[src/smr_pkg.sv]
// package of register offsets, fields and reset values for the sensor monitor bank
package smr_pkg;
    localparam int ADDR_W = 8;
    localparam int DATA_W = 8;

    localparam logic [7:0] OFS_STATUS    = 8'h00;
    localparam logic [7:0] OFS_BUF_STAT  = 8'h01;
    localparam logic [7:0] OFS_SUM_STAT  = 8'h02;
    localparam logic [7:0] OFS_FIRST_CH  = 8'h03;
    localparam logic [7:0] OFS_SCAN_STAT = 8'h04;
    localparam logic [7:0] OFS_SUM0_LO   = 8'h08;
    localparam logic [7:0] OFS_SUM0_HI   = 8'h09;
    localparam logic [7:0] OFS_SUM1_LO   = 8'h0a;
    localparam logic [7:0] OFS_SUM1_HI   = 8'h0b;
    localparam logic [7:0] OFS_LOW_FLAGS = 8'h0c;
    localparam logic [7:0] OFS_SOFT_RST  = 8'h14;
    localparam logic [7:0] OFS_TRIM      = 8'h15;
    localparam logic [7:0] OFS_KEY       = 8'h17;
    localparam logic [7:0] OFS_SCAN_BEG  = 8'h1e;
    localparam logic [7:0] OFS_SCAN_CAN  = 8'h1f;
    // plain configuration storage spans 18h..41h, decoded by a table
    localparam logic [7:0] OFS_CFG_FIRST = 8'h18;
    localparam int         CFG_N         = 42;

    localparam logic [3:0] KEY_UNLOCK    = 4'ha;
    localparam logic [3:0] KEY_RESET     = 4'h0;
    localparam int         KEY_MSB       = 3;
    localparam int         CMD_BIT       = 0;
    localparam logic [7:0] CFG_RESET     = 8'h00;
    localparam logic [7:0] SEQ_CH_RESET  = 8'h03;
    localparam logic [7:0] OFS_SEQ_CH    = 8'h20;
    localparam logic [7:0] OFS_MODE_SEL  = 8'h1c;
    localparam int         MODE_MSB      = 2;
    localparam int         HS_BIT        = 2;

    // effective operating modes as reported in status bits 1:0
    localparam logic [1:0] EFF_MANUAL = 2'h0;
    localparam logic [1:0] EFF_AUTON  = 2'h2;
    localparam logic [1:0] EFF_PREC   = 2'h3;

    // which offsets in the configuration span really hold a register
    function automatic logic smr_is_cfg(input logic [7:0] a);
        case (a)
            8'h18, 8'h19, 8'h1c, 8'h20, 8'h24, 8'h28, 8'h2c, 8'h30,
            8'h34, 8'h36, 8'h37, 8'h38, 8'h39, 8'h3a, 8'h3b, 8'h3c,
            8'h3d, 8'h3e, 8'h3f, 8'h40, 8'h41: smr_is_cfg = 1'b1;
            default:                           smr_is_cfg = 1'b0;
        endcase
    endfunction

    // mode code to the mode actually in effect
    function automatic logic [1:0] smr_mode_decode(input logic [2:0] code);
        case (code)
            3'h6:    smr_mode_decode = EFF_AUTON;
            3'h7:    smr_mode_decode = EFF_PREC;
            default: smr_mode_decode = EFF_MANUAL;
        endcase
    endfunction
endpackage

[src/smr_cfg_bank.sv]
// configuration register storage for the span 18h..41h
`timescale 1ns/100ps
module smr_cfg_bank #(
    parameter int N = smr_pkg::CFG_N
) (
    // clock and resets
    input  wire logic                   clk,
    input  wire logic                   rst_n,
    input  wire logic                   soft_clr,
    // write port
    input  wire logic                   wr_en,
    input  wire logic [7:0]             wr_addr,
    input  wire logic [7:0]             wr_data,
    // read port
    input  wire logic [7:0]             rd_addr,
    output logic      [7:0]             rd_data,
    output logic      [N*8-1:0]         cfg_flat
);
    logic [7:0] mem [N];

    // one byte per slot; holes in the span never store anything
    generate
        for (genvar i = 0; i < N; i++) begin : g_slot
            localparam logic [7:0] A = 8'(smr_pkg::OFS_CFG_FIRST + i);
            localparam logic [7:0] RV = (A == smr_pkg::OFS_SEQ_CH) ?
                                        smr_pkg::SEQ_CH_RESET : smr_pkg::CFG_RESET;
            always_ff @(posedge clk or negedge rst_n) begin
                if (!rst_n) begin
                    mem[i] <= RV;
                end else if (soft_clr) begin
                    mem[i] <= RV;
                end else if (wr_en && wr_addr == A && smr_pkg::smr_is_cfg(A)) begin
                    mem[i] <= wr_data;
                end
            end
            assign cfg_flat[i*8 +: 8] = mem[i];
        end
    endgenerate

    // read mux; holes and foreign addresses give zero
    always_comb begin
        rd_data = 8'h00;
        for (int j = 0; j < N; j++) begin
            if (rd_addr == 8'(smr_pkg::OFS_CFG_FIRST + j) && smr_pkg::smr_is_cfg(rd_addr)) begin
                rd_data = mem[j];
            end
        end
    end
endmodule // smr_cfg_bank

[src/smr_regs.sv]
// register bank top: decode, keyed soft reset, triggers and status views
`timescale 1ns/100ps
module smr_regs #(
    parameter int N = smr_pkg::CFG_N
) (
    // clock and power-up reset
    input  wire logic          clk,
    input  wire logic          rst_n,
    // register access from the serial interface
    input  wire logic          wr_en,
    input  wire logic          rd_en,
    input  wire logic [7:0]    addr,
    input  wire logic [7:0]    wr_data,
    output logic      [7:0]    rd_data,
    // general call carrying the software-reset command
    input  wire logic          gcall_reset,
    // live state from the converter core
    input  wire logic          hs_mode,
    input  wire logic [7:0]    buf_status,
    input  wire logic [7:0]    sum_status,
    input  wire logic [7:0]    scan_status,
    input  wire logic [15:0]   sum_ch0,
    input  wire logic [15:0]   sum_ch1,
    input  wire logic [1:0]    low_alarm,
    input  wire logic          alarm_valid,
    input  wire logic [7:0]    alarm_ch_id,
    // pulses and levels toward the core
    output logic               core_reset,
    output logic               trim_start,
    output logic               scan_start,
    output logic               scan_abort,
    output logic      [1:0]    eff_mode,
    output logic      [N*8-1:0] cfg_flat
);
    logic [3:0]  unlock_code_field;
    logic        soft_clr;
    logic [7:0]  cfg_rd;
    logic [1:0]  low_flags;
    logic        first_seen;
    logic [7:0]  first_ch;
    logic [2:0]  function_mode_code;
    logic [7:0]  next_rd_data;
    logic        key_hit;
    logic        rst_wr;
    logic [smr_pkg::KEY_MSB:0] key_wr_nibble;

    // bit position of the sequencer channel register inside the span
    localparam int SEQ_CH_LSB = smr_pkg::DATA_W
                                * int'(smr_pkg::OFS_SEQ_CH - smr_pkg::OFS_CFG_FIRST);

    assign key_hit = (unlock_code_field == smr_pkg::KEY_UNLOCK);
    assign key_wr_nibble = wr_data[smr_pkg::KEY_MSB:0];
    assign rst_wr  = wr_en && addr == smr_pkg::OFS_SOFT_RST && key_hit;
    // soft clear from either the keyed register or the general call
    assign soft_clr = gcall_reset || (rst_wr && wr_data[smr_pkg::CMD_BIT]);

    // key is touched only by power-up and its own writes, never by soft clear
    always_ff @(posedge clk or negedge rst_n) begin
        if (!rst_n) begin
            unlock_code_field <= smr_pkg::KEY_RESET;
        end else if (wr_en && addr == smr_pkg::OFS_KEY) begin
            unlock_code_field <= wr_data[smr_pkg::KEY_MSB:0];
        end
    end

    smr_cfg_bank #(.N(N)) smr_cfg_bank_inst (
        .clk      (clk),
        .rst_n    (rst_n),
        .soft_clr (soft_clr),
        .wr_en    (wr_en),
        .wr_addr  (addr),
        .wr_data  (wr_data),
        .rd_addr  (addr),
        .rd_data  (cfg_rd),
        .cfg_flat (cfg_flat)
    );

    // command pulses are registered: one cycle, after the write edge
    always_ff @(posedge clk or negedge rst_n) begin
        if (!rst_n) begin
            core_reset <= 1'b0;
            trim_start <= 1'b0;
            scan_start <= 1'b0;
            scan_abort <= 1'b0;
        end else begin
            core_reset <= soft_clr;
            trim_start <= wr_en && addr == smr_pkg::OFS_TRIM
                          && wr_data[smr_pkg::CMD_BIT] && !soft_clr;
            scan_start <= wr_en && addr == smr_pkg::OFS_SCAN_BEG
                          && wr_data[smr_pkg::CMD_BIT] && !soft_clr;
            scan_abort <= wr_en && addr == smr_pkg::OFS_SCAN_CAN
                          && wr_data[smr_pkg::CMD_BIT] && !soft_clr;
        end
    end

    // low alarm flags hold once set; a new alarm beats the clear
    always_ff @(posedge clk or negedge rst_n) begin
        if (!rst_n) begin
            low_flags <= 2'h0;
        end else begin
            low_flags <= (soft_clr ? 2'h0 : low_flags) | low_alarm;
        end
    end

    // only the first alarm's channel is kept until the next clear
    always_ff @(posedge clk or negedge rst_n) begin
        if (!rst_n) begin
            first_seen <= 1'b0;
            first_ch   <= 8'h00;
        end else if (soft_clr) begin
            first_seen <= alarm_valid;
            first_ch   <= alarm_valid ? alarm_ch_id : 8'h00;
        end else if (alarm_valid && !first_seen) begin
            first_seen <= 1'b1;
            first_ch   <= alarm_ch_id;
        end
    end

    // mode code lives in the configuration span
    assign function_mode_code = cfg_flat[(smr_pkg::OFS_MODE_SEL - smr_pkg::OFS_CFG_FIRST)*8
                                         +: (smr_pkg::MODE_MSB + 1)];
    assign eff_mode = smr_pkg::smr_mode_decode(function_mode_code);

    // read decode; reserved bits and write-only registers give zeros
    always_comb begin
        next_rd_data = 8'h00;
        case (addr)
            smr_pkg::OFS_STATUS: begin
                next_rd_data[smr_pkg::HS_BIT] = hs_mode;
                next_rd_data[1:0] = eff_mode;
            end
            smr_pkg::OFS_BUF_STAT:  next_rd_data = buf_status;
            smr_pkg::OFS_SUM_STAT:  next_rd_data = sum_status;
            smr_pkg::OFS_FIRST_CH:  next_rd_data = first_ch;
            smr_pkg::OFS_SCAN_STAT: next_rd_data = scan_status;
            smr_pkg::OFS_SUM0_LO:   next_rd_data = sum_ch0[7:0];
            smr_pkg::OFS_SUM0_HI:   next_rd_data = sum_ch0[15:8];
            smr_pkg::OFS_SUM1_LO:   next_rd_data = sum_ch1[7:0];
            smr_pkg::OFS_SUM1_HI:   next_rd_data = sum_ch1[15:8];
            smr_pkg::OFS_LOW_FLAGS: next_rd_data = {6'h00, low_flags};
            smr_pkg::OFS_SOFT_RST:  next_rd_data = 8'h00;
            smr_pkg::OFS_TRIM:      next_rd_data = 8'h00;
            smr_pkg::OFS_KEY:       next_rd_data = {4'h0, unlock_code_field};
            smr_pkg::OFS_SCAN_BEG:  next_rd_data = 8'h00;
            smr_pkg::OFS_SCAN_CAN:  next_rd_data = 8'h00;
            default:                next_rd_data = cfg_rd;
        endcase
    end

    // read data is registered so the serial shifter sees a stable byte
    always_ff @(posedge clk or negedge rst_n) begin
        if (!rst_n) begin
            rd_data <= 8'h00;
        end else if (rd_en) begin
            rd_data <= next_rd_data;
        end
    end

    // key: survives every clear, takes only the low nibble of its writes
    a_key_keeps: assert property (@(posedge clk) disable iff (!rst_n)
        soft_clr && !(wr_en && addr == smr_pkg::OFS_KEY)
        |=> $stable(unlock_code_field))
        else $error("key changed by soft reset");

    a_key_write: assert property (@(posedge clk) disable iff (!rst_n)
        wr_en && addr == smr_pkg::OFS_KEY
        |=> unlock_code_field == $past(key_wr_nibble))
        else $error("key write lost");

    a_key_read: assert property (@(posedge clk) disable iff (!rst_n)
        rd_en && addr == smr_pkg::OFS_KEY
        |=> rd_data[smr_pkg::KEY_MSB:0] == $past(unlock_code_field))
        else $error("key read wrong");

    a_key_upper: assert property (@(posedge clk) disable iff (!rst_n)
        $past(rd_en) && $past(addr) == smr_pkg::OFS_KEY
        |-> rd_data[7:4] == 4'h0)
        else $error("key upper bits nonzero");

    a_key_gcall: assert property (@(posedge clk) disable iff (!rst_n)
        gcall_reset && !(wr_en && addr == smr_pkg::OFS_KEY)
        |=> $stable(unlock_code_field))
        else $error("key changed by general call");

    // reset register: locked writes vanish, a one resets, a zero does not
    a_locked_reset: assert property (@(posedge clk) disable iff (!rst_n)
        wr_en && addr == smr_pkg::OFS_SOFT_RST && !key_hit && !gcall_reset
        |=> !core_reset)
        else $error("reset taken while locked");

    a_reset_cause: assert property (@(posedge clk) disable iff (!rst_n)
        core_reset
        |-> $past(gcall_reset) || $past(rst_wr))
        else $error("core reset without a cause");

    a_unlock_reset: assert property (@(posedge clk) disable iff (!rst_n)
        wr_en && addr == smr_pkg::OFS_SOFT_RST && key_hit && wr_data[smr_pkg::CMD_BIT]
        |=> core_reset && cfg_flat[7:0] == smr_pkg::CFG_RESET)
        else $error("unlocked reset missed");

    a_reset_zero: assert property (@(posedge clk) disable iff (!rst_n)
        rst_wr && !wr_data[smr_pkg::CMD_BIT] && !gcall_reset
        |=> !core_reset)
        else $error("reset from a zero write");

    a_reset_pulse: assert property (@(posedge clk) disable iff (!rst_n)
        core_reset && !soft_clr
        |=> !core_reset)
        else $error("core reset longer than one cycle");

    a_gcall_reset: assert property (@(posedge clk) disable iff (!rst_n)
        gcall_reset
        |=> core_reset && cfg_flat[SEQ_CH_LSB +: 8] == smr_pkg::SEQ_CH_RESET)
        else $error("general call did not restore defaults");

    // trigger registers hold nothing readable
    a_cmd_zero: assert property (@(posedge clk) disable iff (!rst_n)
        rd_en && (addr == smr_pkg::OFS_SOFT_RST || addr == smr_pkg::OFS_TRIM)
        |=> rd_data == 8'h00)
        else $error("command register read nonzero");

    a_scan_read: assert property (@(posedge clk) disable iff (!rst_n)
        rd_en && (addr == smr_pkg::OFS_SCAN_BEG || addr == smr_pkg::OFS_SCAN_CAN)
        |=> rd_data == 8'h00)
        else $error("scan register read nonzero");

    // trim trigger: a one launches one pulse, a zero does nothing
    a_trim_pulse: assert property (@(posedge clk) disable iff (!rst_n)
        trim_start
        |-> $past(wr_en) && $past(addr) == smr_pkg::OFS_TRIM)
        else $error("trim pulse without its write");

    a_trim_one: assert property (@(posedge clk) disable iff (!rst_n)
        wr_en && addr == smr_pkg::OFS_TRIM && wr_data[smr_pkg::CMD_BIT] && !soft_clr
        |=> trim_start)
        else $error("trim write without pulse");

    a_trim_zero: assert property (@(posedge clk) disable iff (!rst_n)
        wr_en && addr == smr_pkg::OFS_TRIM && !wr_data[smr_pkg::CMD_BIT]
        |=> !trim_start)
        else $error("trim pulse from a zero write");

    // scan triggers follow their writes by one cycle
    a_scan_begin: assert property (@(posedge clk) disable iff (!rst_n)
        wr_en && addr == smr_pkg::OFS_SCAN_BEG && wr_data[smr_pkg::CMD_BIT] && !soft_clr
        |=> scan_start)
        else $error("scan start missed");

    a_scan_cancel: assert property (@(posedge clk) disable iff (!rst_n)
        wr_en && addr == smr_pkg::OFS_SCAN_CAN && wr_data[smr_pkg::CMD_BIT] && !soft_clr
        |=> scan_abort)
        else $error("scan abort missed");

    // sum bytes read live; no snapshot ties the pair together
    a_sum0_low: assert property (@(posedge clk) disable iff (!rst_n)
        rd_en && addr == smr_pkg::OFS_SUM0_LO
        |=> rd_data == 8'($past(sum_ch0)))
        else $error("sum ch0 low byte wrong");

    a_sum1_high: assert property (@(posedge clk) disable iff (!rst_n)
        rd_en && addr == smr_pkg::OFS_SUM1_HI
        |=> rd_data == 8'($past(sum_ch1) >> smr_pkg::DATA_W))
        else $error("sum ch1 high byte wrong");

    // status byte: speed bit, mode in effect, zero upper bits
    a_status_hs: assert property (@(posedge clk) disable iff (!rst_n)
        rd_en && addr == smr_pkg::OFS_STATUS
        |=> rd_data[smr_pkg::HS_BIT] == $past(hs_mode) && rd_data[7:3] == 5'h00)
        else $error("status speed bit wrong");

    a_status_mode: assert property (@(posedge clk) disable iff (!rst_n)
        rd_en && addr == smr_pkg::OFS_STATUS
        |=> rd_data[1:0] == $past(eff_mode))
        else $error("status mode field wrong");

    a_mode_status: assert property (@(posedge clk) disable iff (!rst_n)
        rd_en && addr == smr_pkg::OFS_STATUS && function_mode_code == 3'h7
        |=> rd_data[1:0] == smr_pkg::EFF_PREC)
        else $error("status mode wrong");

    // low flags: a new event beats the clear, held until cleared
    a_flag_latch: assert property (@(posedge clk) disable iff (!rst_n)
        low_flags[0] && !soft_clr
        |=> low_flags[0])
        else $error("low flag dropped");

    a_flag_latch1: assert property (@(posedge clk) disable iff (!rst_n)
        low_flags[1] && !soft_clr
        |=> low_flags[1])
        else $error("low flag 1 dropped");

    a_flag_set: assert property (@(posedge clk) disable iff (!rst_n)
        low_alarm[1]
        |=> low_flags[1])
        else $error("low event not latched");

    a_flag_clear: assert property (@(posedge clk) disable iff (!rst_n)
        soft_clr && low_alarm == 2'h0
        |=> low_flags == 2'h0)
        else $error("low flags survived clear");

    a_flag_read: assert property (@(posedge clk) disable iff (!rst_n)
        rd_en && addr == smr_pkg::OFS_LOW_FLAGS
        |=> rd_data == {6'h00, $past(low_flags)})
        else $error("low flags read wrong");

    // first alarm channel: taken once, held, emptied by a clear with no new alarm; a new alarm beats the clear
    a_first_take: assert property (@(posedge clk) disable iff (!rst_n)
        alarm_valid && !first_seen
        |=> first_seen && first_ch == $past(alarm_ch_id))
        else $error("first alarm not taken");

    a_first_hold: assert property (@(posedge clk) disable iff (!rst_n)
        first_seen && !soft_clr
        |=> $stable(first_ch))
        else $error("first alarm overwritten");

    a_first_clear: assert property (@(posedge clk) disable iff (!rst_n)
        soft_clr && !alarm_valid
        |=> !first_seen && first_ch == 8'h00)
        else $error("first alarm survived clear");

    a_first_read: assert property (@(posedge clk) disable iff (!rst_n)
        rd_en && addr == smr_pkg::OFS_FIRST_CH
        |=> rd_data == $past(first_ch))
        else $error("first alarm read wrong");

    // mode decode; reserved codes fall back to manual
    a_mode_auton: assert property (@(posedge clk) disable iff (!rst_n)
        function_mode_code == 3'h6
        |-> eff_mode == smr_pkg::EFF_AUTON)
        else $error("autonomous code misdecoded");

    a_mode_manual: assert property (@(posedge clk) disable iff (!rst_n)
        function_mode_code[2:1] != 2'h3
        |-> eff_mode == smr_pkg::EFF_MANUAL)
        else $error("manual code misdecoded");

    // holes in the map and foreign offsets read zero
    a_hole_zero: assert property (@(posedge clk) disable iff (!rst_n)
        rd_en && addr == 8'h1a
        |=> rd_data == 8'h00)
        else $error("unmapped read nonzero");

    a_foreign_zero: assert property (@(posedge clk) disable iff (!rst_n)
        rd_en && addr == 8'h05
        |=> rd_data == 8'h00)
        else $error("foreign read nonzero");
endmodule // smr_regs

[config.mk]
export PLATFORM = sky130hd
export DESIGN_NAME = smr_regs
export DESIGN_NICKNAME = d
export VERILOG_FILES = /design/src/smr_pkg.sv /design/src/smr_cfg_bank.sv /design/src/smr_regs.sv
export SDC_FILE = /design/constraint.sdc
export NUM_CORES = 1
export LEC_CHECK = 0
export ABC_AREA = 0
export BUFFER_PORTS_ARGS = -buffer_cell sky130_fd_sc_hd__buf_2
export CORE_MARGIN = 5
export CORE_UTILIZATION = 47
export CTS_CLUSTER_DIAMETER = 80
export DETAILED_ROUTE_END_ITERATION = 8
export PLACE_DENSITY = 0.77
export SETUP_SLACK_MARGIN = 0.15
export SYNTH_ARGS = -nofsm -noshare
export SYNTH_HDL_FRONTEND = slang
export SYNTH_SLANG_ARGS = --single-unit
[constraint.sdc]
create_clock -name clk -period 2.4 [get_ports clk]
set_clock_uncertainty 0.2 [all_clocks]
set_input_delay 0.24 -clock clk [delete_from_list [all_inputs] [get_ports clk]]
set_output_delay 0.24 -clock clk [all_outputs]
set_load 0.005 [all_outputs]
### After elaboration in Yosys (flattened, before gate mapping)

Cells that the tools add are included.

* equal/unequal tests: 57
* mux-type cells: 94
* bitwise operators: 1
* reductions and logical operators: 106

Operators by type and width (count)
* two-way mux 8 bit: 87
* equality test 8 x 6 -> 1 bit, second input constant: 32
* equality test 8 x 5 -> 1 bit, second input constant: 11
* logical AND 1 bit: 77
* case mux 5 bit (10 select lines): 1
* nonzero test 2 bit: 22
* equality test 8 x 4 -> 1 bit, second input constant: 5
* case mux 3 bit (12 select lines): 1
* OR reduction 21 bit: 1
* equality test 8 x 2 -> 1 bit, second input constant: 2
* equality test 8 x 7 -> 1 bit, second input constant: 2
* equality test 8 x 1 -> 1 bit, second input constant: 1
* equality test 8 x 3 -> 1 bit, second input constant: 1
* zero test 8 bit: 1
* equality test 3 bit, second input constant: 2
* OR reduction 6 bit: 1
* equality test 4 bit, second input constant: 1
* case mux 2 bit (2 select lines): 1
* OR reduction 4 bit: 1
* two-way mux 1 bit: 3
* zero test 1 bit: 2
* two-way mux 2 bit: 1
* OR 2 bit: 1
* logical OR 1 bit: 1

* register bits after elaboration: 195
* input port bits: 89
* output and inout port bits: 350

### Longest topological paths before layout

Gate-level depths: netlist of the first run.

* depth after elaboration: 47
* depth in mapped cells: 10
* depth with buffers taken out: 6

### By module

From an unflattened synthesis of the first run, not the netlist that was laid out.

* cells, all modules: 1279
* area total of the unflattened synthesis: 12147.9 um^2

By module, submodules not included
* smr_cfg_bank: times used 1, cells an instance 1090, area an instance 10211.0 um^2
* smr_regs: times used 1, cells an instance 189, area an instance 1936.9 um^2

### Worst setup path before layout of the first run

OpenSTA, ideal clock, no wires.

* path kind: input to register
* start point: input addr[3]
* end point: register rd_data[4]
* arrival time: 1.772 ns
* slack: 0.302 ns
* cell stages on the path: 9
* buffers on the path: 4
* cells stage by stage: buf_2 buf_6 buf_2 buf_2 mux4_2 a32oi_1 nand4b_1 a311oi_1 nor2_1

* longest elaborated chain between the ends: 47
* elaborated cells between the ends (all ways): 143

Ends and longest elaborated chain
* start: declaration: RTL line smr_regs.sv:12 `input wire logic [7:0] addr,`
* equality test 8 x 6 -> 1 bit (tied with other cells): RTL line smr_pkg.sv:43, smr_cfg_bank.sv:44
* OR reduction 21 bit: RTL line smr_pkg.sv:43 `case (a)`
* two-way mux 1 bit: RTL line smr_pkg.sv:43
* logical AND 1 bit: RTL line smr_cfg_bank.sv:44 `if (rd_addr == 8'(smr_pkg::OFS_CFG_FIRST + j) && smr_pkg::smr_is_cfg(rd_addr)) begin`
* two-way mux 8 bit (42 in a row): RTL line smr_cfg_bank.sv:44
* case mux 5 bit (10 select lines) *: RTL line smr_regs.sv:127 `case (addr)`
* end signal: assignment: RTL line smr_regs.sv:155 `rd_data <= next_rd_data;`
* end: declaration: RTL line smr_regs.sv:14 `output logic [7:0] rd_data,`

Every way passes the cells marked *; elsewhere a longest branch is shown, timed or not.
A chain may end at the register's enable or synchronous reset.

### Worst setup path in the final report of the first run

* start point: register unlock_code_field[3]
* end point: register first_ch[6]

* longest elaborated chain between the ends: 5
* elaborated cells between the ends (all ways): 6

Ends and longest elaborated chain
* start: declaration: RTL line smr_regs.sv:35 `logic [3:0] unlock_code_field;`
* start signal: assignment: RTL line smr_regs.sv:60 `unlock_code_field <= smr_pkg::KEY_RESET;`
* start signal: assignment: RTL line smr_regs.sv:62 `unlock_code_field <= wr_data[smr_pkg::KEY_MSB:0];`
* equality test 4 bit *: RTL line smr_regs.sv:51 `assign key_hit = (unlock_code_field == smr_pkg::KEY_UNLOCK);`
* logical AND 1 bit *: RTL line smr_regs.sv:53 `assign rst_wr = wr_en && addr == smr_pkg::OFS_SOFT_RST && key_hit;`
* logical AND 1 bit *: RTL line smr_regs.sv:55 `assign soft_clr = gcall_reset || (rst_wr && wr_data[smr_pkg::CMD_BIT]);`
* logical OR 1 bit *: RTL line smr_regs.sv:55
* two-way mux 8 bit or nonzero test 2 bit (tied branches)
* end signal: assignment: RTL line smr_regs.sv:112 `first_ch <= alarm_valid ? alarm_ch_id : 8'h00;`
* end signal: assignment: RTL line smr_regs.sv:115 `first_ch <= alarm_ch_id;`
* end: declaration: RTL line smr_regs.sv:40 `logic [7:0] first_ch;`

Marks and branches as above.

==> results of run 1 <==
-- cell type report --
class                   instances  share of cell area
multi-input cells            1086               0.408
flip-flops and latches        195               0.336
repair buffers                415               0.183
clock buffers                  17              0.0293
well taps                     330              0.0284
clock inverters                15              0.0135
inverters                       5             0.00146
diodes                          5            0.000861
-- cell usage in the layout (no fill, tap or decap), types with 5 or more instances in the layout --
cell type        n
nor2_1          31
and3_1           7
nand2_1        240
diode_2          5
and2_1           9
nand3_1        165
conb_1         168
clkbuf_16       17
mux2_2          15
nor2b_1         10
a22oi_1         18
a32oi_1          8
a221oi_1        11
dlygate4sd3_1   15
buf_2          269
dfrtp_1        193
a211oi_1         6
o22ai_1         13
buf_4          116
a22o_1          22
buf_12          14
mux4_2           9
o221ai_1         5
mux2i_1         16
a21oi_1        188
o21ai_0         30
nor3_1           9
a21o_1           5
nand2b_1         9
-- metrics by stage --
step	util	hold WS (ns)	instance area [um2]	worst slack (ns)	std cells
after global placement	0.546	-0.0147	13700	-0.184	2016
final	0.577	0.0184	14500	0.200	2068
after detailed placement	0.546	-0.0157	13700	-0.245	2016
after floorplan	-	-0.256	12600	0.302	1565
after CTS	0.576	0.00237	14500	0.181	2063
after global routing	0.577	0.0246	14500	0.154	2068
-- registers in the layout, indices dropped and copies added (netlist names) --
name and cells:
scan_abort 1, smr_cfg_bank_inst.cfg_flat 168, scan_start 1, unlock_code_field 4, first_ch 8, low_flags 2
first_seen 1, trim_start 1, core_reset 1, rd_data 8
-- worst max path at each step --
stage                     cells after the start                  from     endpoint  slack [ns]
after floorplan                               9               addr[3]   rd_data[4]        0.30
after global placement                        9               addr[2]   rd_data[3]       -0.18
after detailed placement                      9               addr[2]   rd_data[3]       -0.25
after CTS                                     9               addr[2]   rd_data[3]        0.18
after global routing                          5  unlock_code_field[3]  first_ch[0]        0.15
final                                         5  unlock_code_field[3]  first_ch[6]        0.20
-- timing repair --
action,CTS,global route
setup buffers,0,0
setup endpoints to repair,0,3
hold endpoints to repair,178,0
hold buffers,15,0
resized for setup,0,3
-- critical path: cells and delay by family (launching register included) --
family / cells / cell delay, ns
buffers and inverters: 1 / 0.25
DFF: 1 / 0.40
AOI/OAI and AO/OA: 3 / 0.88
and+or+nand+nor: 1 / 0.41
-- power groups by stage --
stage,Clock [uW],Combinational [uW],Sequential (uW)
after CTS,3050,908,3340
after floorplan,0,643,3400
after global routing,3180,997,3350
after global placement,0,875,3410
final,3060,937,3350
after detailed placement,0,883,3410
-- kinds of logic (layout without fill, tap and decap cells) --
| logic type | count (synthesis) | after routing | share of synthesized area |
|---|---|---|---|
| AOI/OAI and AO/OA | 356 | 356 | 0.185 |
| buffers and inverters | 284 | 452 | 0.153 |
| DFF | 195 | 195 | 0.407 |
| muxes | 41 | 41 | 0.0452 |
| other | 1 | 173 | 0.000312 |
| and+or+nand+nor | 521 | 521 | 0.209 |
-- metal layers --
layer  global-route usage  vias up
li1                     -     5264
met1                0.432     5949
met2                0.501      971
met3               0.0613      146
met4                0.149        0
met5                    0        -
==> run_results.csv, run 1 <==
group,metric,value,unit
synth,postSynthCellCount,1398,
die,die_x,170,um
clock_network,clock_path_buffers,2,
hold_path,whs_endpoint,"rd_data[5]",
sta,finalSetupTns,0,ns
critical_path,arrival,2.38,ns
synth,synth.top_cell.area_share,0.402,
route,routed_wl,48600,um
global_routing,first_global_vias,11500,
synth,netlist_top_cells_area,"dfrtp_1 40%, buf_4 12%, a21oi_1 7.8%, nand2_1 7.5%, nand3_1 6.9%",
critical_path,crit_path_max_fanout,8,
critical_path,reg2reg_from,"unlock_code_field[3]",
clock_network,cts-htree-levels,4,
placed_design,io_buffers,270,
synth,ys_seq_elements,195,
hold_path,hold_path.class,"input pin to flip-flop",
cells_and_area,drive_gt1_frac,0.279,
route,vias,12300,
die,rows,58,
die,die_area,28800,um2
route,wl_met3,5460,um
power,ir_drop,0.415,mV
cells_and_area,layout.nets,1809,
route,drc_errors,0,
cells_and_area,area_growth,21.1,%
synth,ys.flop_type,"dfrtp_1",
route,final_antenna_net_count,0,
sta,finalCritPeriodShare,0.917,
critical_path,crit_path_end_kind,"flip-flop",
synth,synth_enable_flop_cells,0,
run_status,status,"complete, no violations",
sta,rsz0062_at_grt,"no",
critical_path,required,2.58,ns
synth,yosys-top-cells-count,"240 x nand2_1, 193 x dfrtp_1, 189 x buf_4",
synth,yosysMostFrequentCell,"nand2_1",
sta,worst_pin_slew,0.739,ns
critical_path,cpPeakStageDelay,0.41,ns
route,wl_per_cell,23.5,um
power,p_switching,2110,uW
critical_path,cp_slowest_cell,"nor4bb_1",
die,io_pins,439,
global_routing,grt_use_total,0.320,
synth,ys_types,82,
global_routing,grt_max_degree,55,
synth,ys_warn_count,0,
cells_and_area,register_area,4880,um2
clock_network,cts.sinks,195,
sta,slew_viol_final,0,
synth,syn_area_per_cell,8.59,um2
power,sequentialPowerShare,0.456,
power,p_clk_frac,0.416,
sta,setup_viol,0,
power,sw_frac_of_total,0.287,
critical_path,cp-start-kind,"flip-flop",
critical_path,crit_chain,"nor4bb_1 > a41oi_2 > buf_4 > a21boi_2 > a22o_1",
power,p_int,5230,uW
route,met2_length,22500,um
critical_path,worstRegToRegCells,5,
power,pwr-share-comb,0.128,
clock_network,clk_pin_slew_worst_paths,0.08,ns
critical_path,worst_r2r_endpoint,"first_ch[6]",
power,finalPower,7340,uW
sta,fin_crit,2.20,ns
sta,fmax,0.455,GHz
clock_network,cts_tree,"yes",
global_routing,grt_antenna_before_repair,5,
sta,slew_headroom,0.507,
clock_network,cts_buffers,17,
critical_path,crit_type,"flip-flop to flip-flop",
global_routing,grt_pass1_wl,71000,um
synth,async_reset_ff_frac,1.00,
job,maxCapViolCount,0,
global_routing,overflow,0,
route,wl_met1,18200,um
route,viasPerCell,5.96,
critical_path,r2r_slack,0.20,ns
route,drt-initial-drc-count,1813,
hold_path,hold_depth,5,
die,start_util,0.477,
hold_path,min_from,"sum_ch1[5]",
power,static-leakage-power,0.00688,uW
clock_network,insertion_delay,0.45,ns
synth,syn_area,12000,um2
power,p_per_area,505,nW/um2
cells_and_area,fillers,2275,
clock_network,root_buffer,"clkbuf_16",
synth,ys_seq_area_frac,0.407,
route,top_layer_used,"met4",
placed_design,place.detailed.hpwl,36300,um
die,die_h,170,um
sta,hold_viol_final,0,
placed_design,gp_congestion,1.02,
cells_and_area,multi_input_area,5930,um2
route,drt_pass1_iterations,6,
synth,synth.largest_area_cell,"dfrtp_1",
die,core-area,25200,um2
Power figures use the tool's default switching activity.
==> inputs of run 2 (changes only) <==
--- a/config.mk
+++ b/config.mk
@@ -12,6 +12,7 @@
 export CTS_CLUSTER_DIAMETER = 80
 export DETAILED_ROUTE_END_ITERATION = 8
 export PLACE_DENSITY = 0.77
+export RECOVER_POWER = 100
 export SETUP_SLACK_MARGIN = 0.15
 export SYNTH_ARGS = -nofsm -noshare
 export SYNTH_HDL_FRONTEND = slang
==> run 2 against run 1 <==
Against the previous run: via count about the same; final cell count unchanged; clock-buffer cell count unchanged; sequential power about the same; die area unchanged; power about the same; combinational power down 1%; first-iteration DRC count down 1.4%; worst setup slack worse by 0.13 ns; utilization down 0.91 points; sequential cell count unchanged; critical path type unchanged; largest power group unchanged.
==> run_results.csv, run 2 (synthesis results as in run 1) <==
group,metric,value,unit
critical_path,crit_path_max_fanout,3,
critical_path,arrival,2.43,ns
power,p_int,5220,uW
route,wl_met1,18200,um
cells_and_area,fin_area,14300,um2
placed_design,gp_congestion,1.02,
power,p_switching,2120,uW
clock_network,clock_path_buffers,2,
sta,slew_viol_final,0,
route,drt-initial-drc-count,1788,
sta,finalSetupTns,0,ns
die,rows,58,
route,final_antenna_net_count,0,
global_routing,first_global_vias,11500,
power,sequentialPowerShare,0.456,
critical_path,crit_path_end_kind,"flip-flop",
placed_design,io_buffers,270,
run_status,status,"complete, no violations",
route,top_layer_used,"met4",
sta,setup_viol,0,
global_routing,grt_max_degree,55,
power,pwr-share-comb,0.126,
route,drc_errors,0,
clock_network,cts.sinks,195,
die,start_util,0.477,
critical_path,cp-start-kind,"flip-flop",
sta,finalCritPeriodShare,0.970,
route,viasPerCell,5.96,
clock_network,root_buffer,"clkbuf_16",
clock_network,cts_tree,"yes",
cells_and_area,final_common_cell,"nand2_1",
power,ir_drop,0.415,mV
route,routed_wl,48600,um
cells_and_area,drive_gt1_frac,0.197,
global_routing,grt_use_total,0.320,
sta,worst_pin_slew,1.16,ns
sta,fmax,0.430,GHz
power,p_clk_frac,0.418,
die,die_h,170,um
route,wl_met3,5510,um
global_routing,grt_pass1_wl,71000,um
route,vias,12300,
cells_and_area,area_growth,19.2,%
cells_and_area,layout.nets,1809,
sta,hold_viol_final,0,
global_routing,overflow,0,
sta,rsz0062_at_grt,"no",
sta,slew_headroom,0.226,
cells_and_area,postLayoutCoreUtil,0.568,
route,drt_pass1_iterations,6,
sta,whs,0.00839,ns
clock_network,clk_pin_slew_worst_paths,0.08,ns
die,die_x,170,um
placed_design,placed_cell_area,13700,um2
die,die_area,28800,um2
critical_path,required,2.50,ns
job,maxCapViolCount,0,
route,met2_length,22400,um
power,static-leakage-power,0.00625,uW
clock_network,insertion_delay,0.45,ns
critical_path,crit_type,"flip-flop to flip-flop",
clock_network,cts_buffers,17,
die,core-area,25200,um2
global_routing,grt_antenna_before_repair,5,
cells_and_area,largest_reg_flops,168,
route,wl_per_cell,23.5,um
sta,fin_crit,2.33,ns
placed_design,place.detailed.hpwl,36300,um
hold_path,hold_path.class,"input pin to flip-flop",
power,sw_frac_of_total,0.289,
cells_and_area,final_cell_mix,"240 x nand2_1, 193 x dfrtp_1, 188 x a21oi_1",
clock_network,cts-htree-levels,4,
die,io_pins,439,
power,p_per_area,513,nW/um2
clock_network,post_cts_buffers,0,
run 2: cell count changes in the layout (fill, tap and decap cells not counted), sizes merged:
cell | previous run | this run
buf | 400 | 253
clkbuf | 17 | 164
run 2: layer usage:
| layer | track usage | vias to the layer above |
|---|---|---|
| li1 | - | 5269 |
| met1 | 0.432 | 5929 |
| met2 | 0.501 | 974 |
| met3 | 0.0613 | 150 |
| met4 | 0.149 | 0 |
| met5 | 0 | - |
run 2: timing repair:
action,in CTS,in global routing
setup endpoints to repair,0,3
hold buffers,15,0
endpoints found under the hold margin,178,0
gates resized for setup,0,3
run 2: layout make-up:
| class | instances | area, um2 |
|---|---|---|
| antenna | 5 | 12.5 |
| clock buffer | 17 | 425 |
| clock inverter | 15 | 196 |
| fill | 2347 | 10900 |
| inverter | 5 | 21.3 |
| multi-input combinational | 1086 | 5920 |
| sequential | 195 | 4880 |
| tap | 330 | 413 |
| timing repair buffer | 415 | 2430 |
run 2: critical path, stage by stage, from the launching register on:
cell and delay (ns):
dfrtp_1 0.42, mux4_2 0.53, a22oi_1 0.22, a32oi_1 0.18, o21ai_0 0.46, o311ai_2 0.17
run 2: final timing paths:
kind	startpoint	to	slack (ns)	depth (start not counted)
setup / recovery	smr_cfg_bank_inst.cfg_flat[160]	rd_data[0]	0.07	5
hold / removal	sum_ch0[13]	rd_data[5]	0.008	5
setup reg to reg	smr_cfg_bank_inst.cfg_flat[160]	rd_data[0]	0.07	5
hold reg to reg	low_flags[1]	low_flags[1]	0.29	1
max in group asynchronous	rst_n	smr_cfg_bank_inst.cfg_flat[9]	0.35	3
min in group asynchronous	rst_n	core_reset	0.33	2
run 2: power groups by stage:
stage / clock network, uW / registers [uW] / logic (uW)
finish: 3060 / 3350 / 925
global route: 3180 / 3350 / 982
CTS: 3050 / 3340 / 908
detailed placement: 0 / 3410 / 883
global placement: 0 / 3410 / 875
floorplan: 0 / 3400 / 643
run 2: stage by stage:
step                setup slack (ns)  instances  power (uW)
finish                        0.0731       2068        7330
CTS                            0.181       2063        7310
global placement              -0.184       2016        4280
detailed placement            -0.245       2016        4290
floorplan                      0.302       1565        4040
global route                  0.0863       2068        7520
==> inputs of run 3 (changes only) <==
--- a/config.mk
+++ b/config.mk
@@ -7,11 +7,12 @@
 export LEC_CHECK = 0
 export ABC_AREA = 0
 export BUFFER_PORTS_ARGS = -buffer_cell sky130_fd_sc_hd__buf_2
+export CAP_MARGIN = 30
 export CORE_MARGIN = 5
 export CORE_UTILIZATION = 47
 export CTS_CLUSTER_DIAMETER = 80
 export DETAILED_ROUTE_END_ITERATION = 8
-export PLACE_DENSITY = 0.77
+export PLACE_DENSITY = 0.84
 export RECOVER_POWER = 100
 export SETUP_SLACK_MARGIN = 0.15
 export SYNTH_ARGS = -nofsm -noshare
==> run 3 against run 2 <==
Against the previous run: die area unchanged; worst hold slack better by 0.015 ns; critical endpoint is now rd_data[3]; largest cell class unchanged; critical path depth unchanged; worst setup slack better by 0.11 ns; cell area down 1.1%; power down 3.6%; critical path type unchanged; sequential cell count unchanged; register-to-register slack better by 0.11 ns; wire length down 1.7%.
==> run_results.csv, run 3 (synthesis results as in run 1) <==
group,metric,value,unit
run_status,status,"complete, no violations",
die,io_pins,439,
hold_path,hold_path.class,"input pin to flip-flop",
die,die_h,170,um
global_routing,grt_antenna_before_repair,5,
clock_network,cts.sinks,195,
critical_path,required,2.53,ns
critical_path,cp-start-kind,"flip-flop",
critical_path,crit_path_end_kind,"flip-flop",
cells_and_area,drive_gt1_frac,0.197,
critical_path,endpoint,"rd_data[3]",
power,ir_drop,0.320,mV
critical_path,crit_path_max_fanout,3,
sta,hold_viol_final,0,
cells_and_area,final_common_cell,"nand2_1",
route,vias,12200,
power,finalPower,7070,uW
route,drc_errors,0,
clock_network,root_buffer,"clkbuf_16",
route,wl_per_cell,23.2,um
critical_path,crit_type,"flip-flop to flip-flop",
power,p_per_area,500,nW/um2
cells_and_area,layout.nets,1802,
placed_design,io_buffers,270,
clock_network,clock_path_buffers,2,
route,routed_wl,47700,um
global_routing,overflow,0,
critical_path,reg2reg_from,"smr_cfg_bank_inst.cfg_flat[131]",
sta,worst_pin_slew,1.05,ns
route,viasPerCell,5.94,
sta,setup_viol,0,
die,die_x,170,um
critical_path,arrival,2.35,ns
cells_and_area,final_cell_mix,"240 x nand2_1, 193 x dfrtp_1, 188 x a21oi_1",
clock_network,insertion_delay,0.44,ns
die,core-area,25200,um2
global_routing,grt_use_total,0.314,
die,rows,58,
route,drt-initial-drc-count,1804,
global_routing,grt_pass1_wl,69900,um
route,drt_pass1_iterations,6,
cells_and_area,fillers,2330,
clock_network,clk_pin_slew_worst_paths,0.08,ns
sta,rsz0062_at_grt,"no",
sta,fin_crit,2.22,ns
cells_and_area,postLayoutCoreUtil,0.562,
cells_and_area,area_growth,17.8,%
sta,slew_viol_final,0,
die,start_util,0.477,
die,die_area,28800,um2
critical_path,worstRegToRegCells,5,
critical_path,r2r_slack,0.18,ns
clock_network,cts_tree,"yes",
placed_design,pre_cts_ws,-0.233,ns
critical_path,crit_start,"smr_cfg_bank_inst.cfg_flat[131]",
route,final_antenna_net_count,0,
critical_path,worst_r2r_endpoint,"rd_data[3]",
sta,slew_headroom,0.300,
global_routing,grt_max_degree,61,
sta,fmax,0.451,GHz
sta,finalCritPeriodShare,0.924,
clock_network,cts-htree-levels,4,
cells_and_area,largest_reg_flops,168,
sta,fin_ws,0.182,ns
placed_design,gp_congestion,1.02,
job,maxCapViolCount,0,
global_routing,first_global_vias,11500,
power,static-leakage-power,0.00621,uW
clock_network,cts_buffers,17,
placed_design,place.detailed.hpwl,35900,um
-- run 3: cell types whose count changed in the layout (fill, tap and decap cells not counted), moves of 2 or more --
cell / before / now
bufinv_16: 2 / 0
clkinv_2: 0 / 2
clkbuf_4: 1 / 3
o21ai_1: 2 / 5
buf_2: 133 / 142
buf_12: 12 / 10
buf_4: 106 / 101
o21ai_0: 32 / 30
nor4b_4: 3 / 1
clkbuf_1: 139 / 129
-- run 3: how the worst min path moves through the flow --
stage	from	endpoint	slack [ns]	cells after the start
global placement	rst_n	smr_cfg_bank_inst.cfg_flat[132]	0.07	1
detailed placement	rst_n	smr_cfg_bank_inst.cfg_flat[130]	0.07	1
CTS	sum_ch1[11]	rd_data[3]	0.02	4
floorplan	rst_n	core_reset	-0.26	0
finish	sum_ch1[11]	rd_data[3]	0.02	4
global route	sum_ch1[13]	rd_data[5]	0.06	5
-- run 3: cell type report --
cell class,instances,area [um2],share of cell area
clock inverters,13,121,0.00858
multi-input cells,1086,5890,0.416
diodes,5,12.5,0.000884
flip-flops and latches,195,4880,0.345
inverters,5,18.8,0.00133
clock buffers,18,439,0.0310
well taps,330,413,0.0292
repair buffers,408,2370,0.168
-- run 3: routing by layer --
layer	share of wire	track usage
met5	0	0
met4	0.052	0.150
met3	0.11	0.0634
met2	0.46	0.494
met1	0.38	0.419
-- run 3: critical path, stage by stage (launching register included) --
cell and delay (ns):
dfrtp_1 0.42, mux4_2 0.49, and3_1 0.19, o31ai_1 0.38
a31oi_1 0.22, o22a_1 0.20
-- run 3: where the power goes --
part	internal, uW	total, uW	switching [uW]	leakage (uW)
logic	298	902	605	0.00325
clock network	1390	2830	1440	0.000273
registers	3320	3340	26.0	0.00268
total	5010	7070	2070	0.00621
-- run 3: what timing repair did --
action	in CTS	in global routing
resized for setup	0	2
endpoints found under the setup margin	0	8
endpoints found under the hold margin	70	0
setup buffers	0	2
hold buffers	15	0
-- run 3: through the flow --
stage	instances	hold slack, ns	setup TNS (ns)	cell area, um2
after floorplan	1565	-0.256	0	12600
after global placement	2007	0.0725	-1.49	13700
after detailed placement	2007	0.0741	-2.96	13700
after CTS	2053	0.0160	0	14400
after global routing	2060	0.0623	0	14100
final	2060	0.0236	0	14100
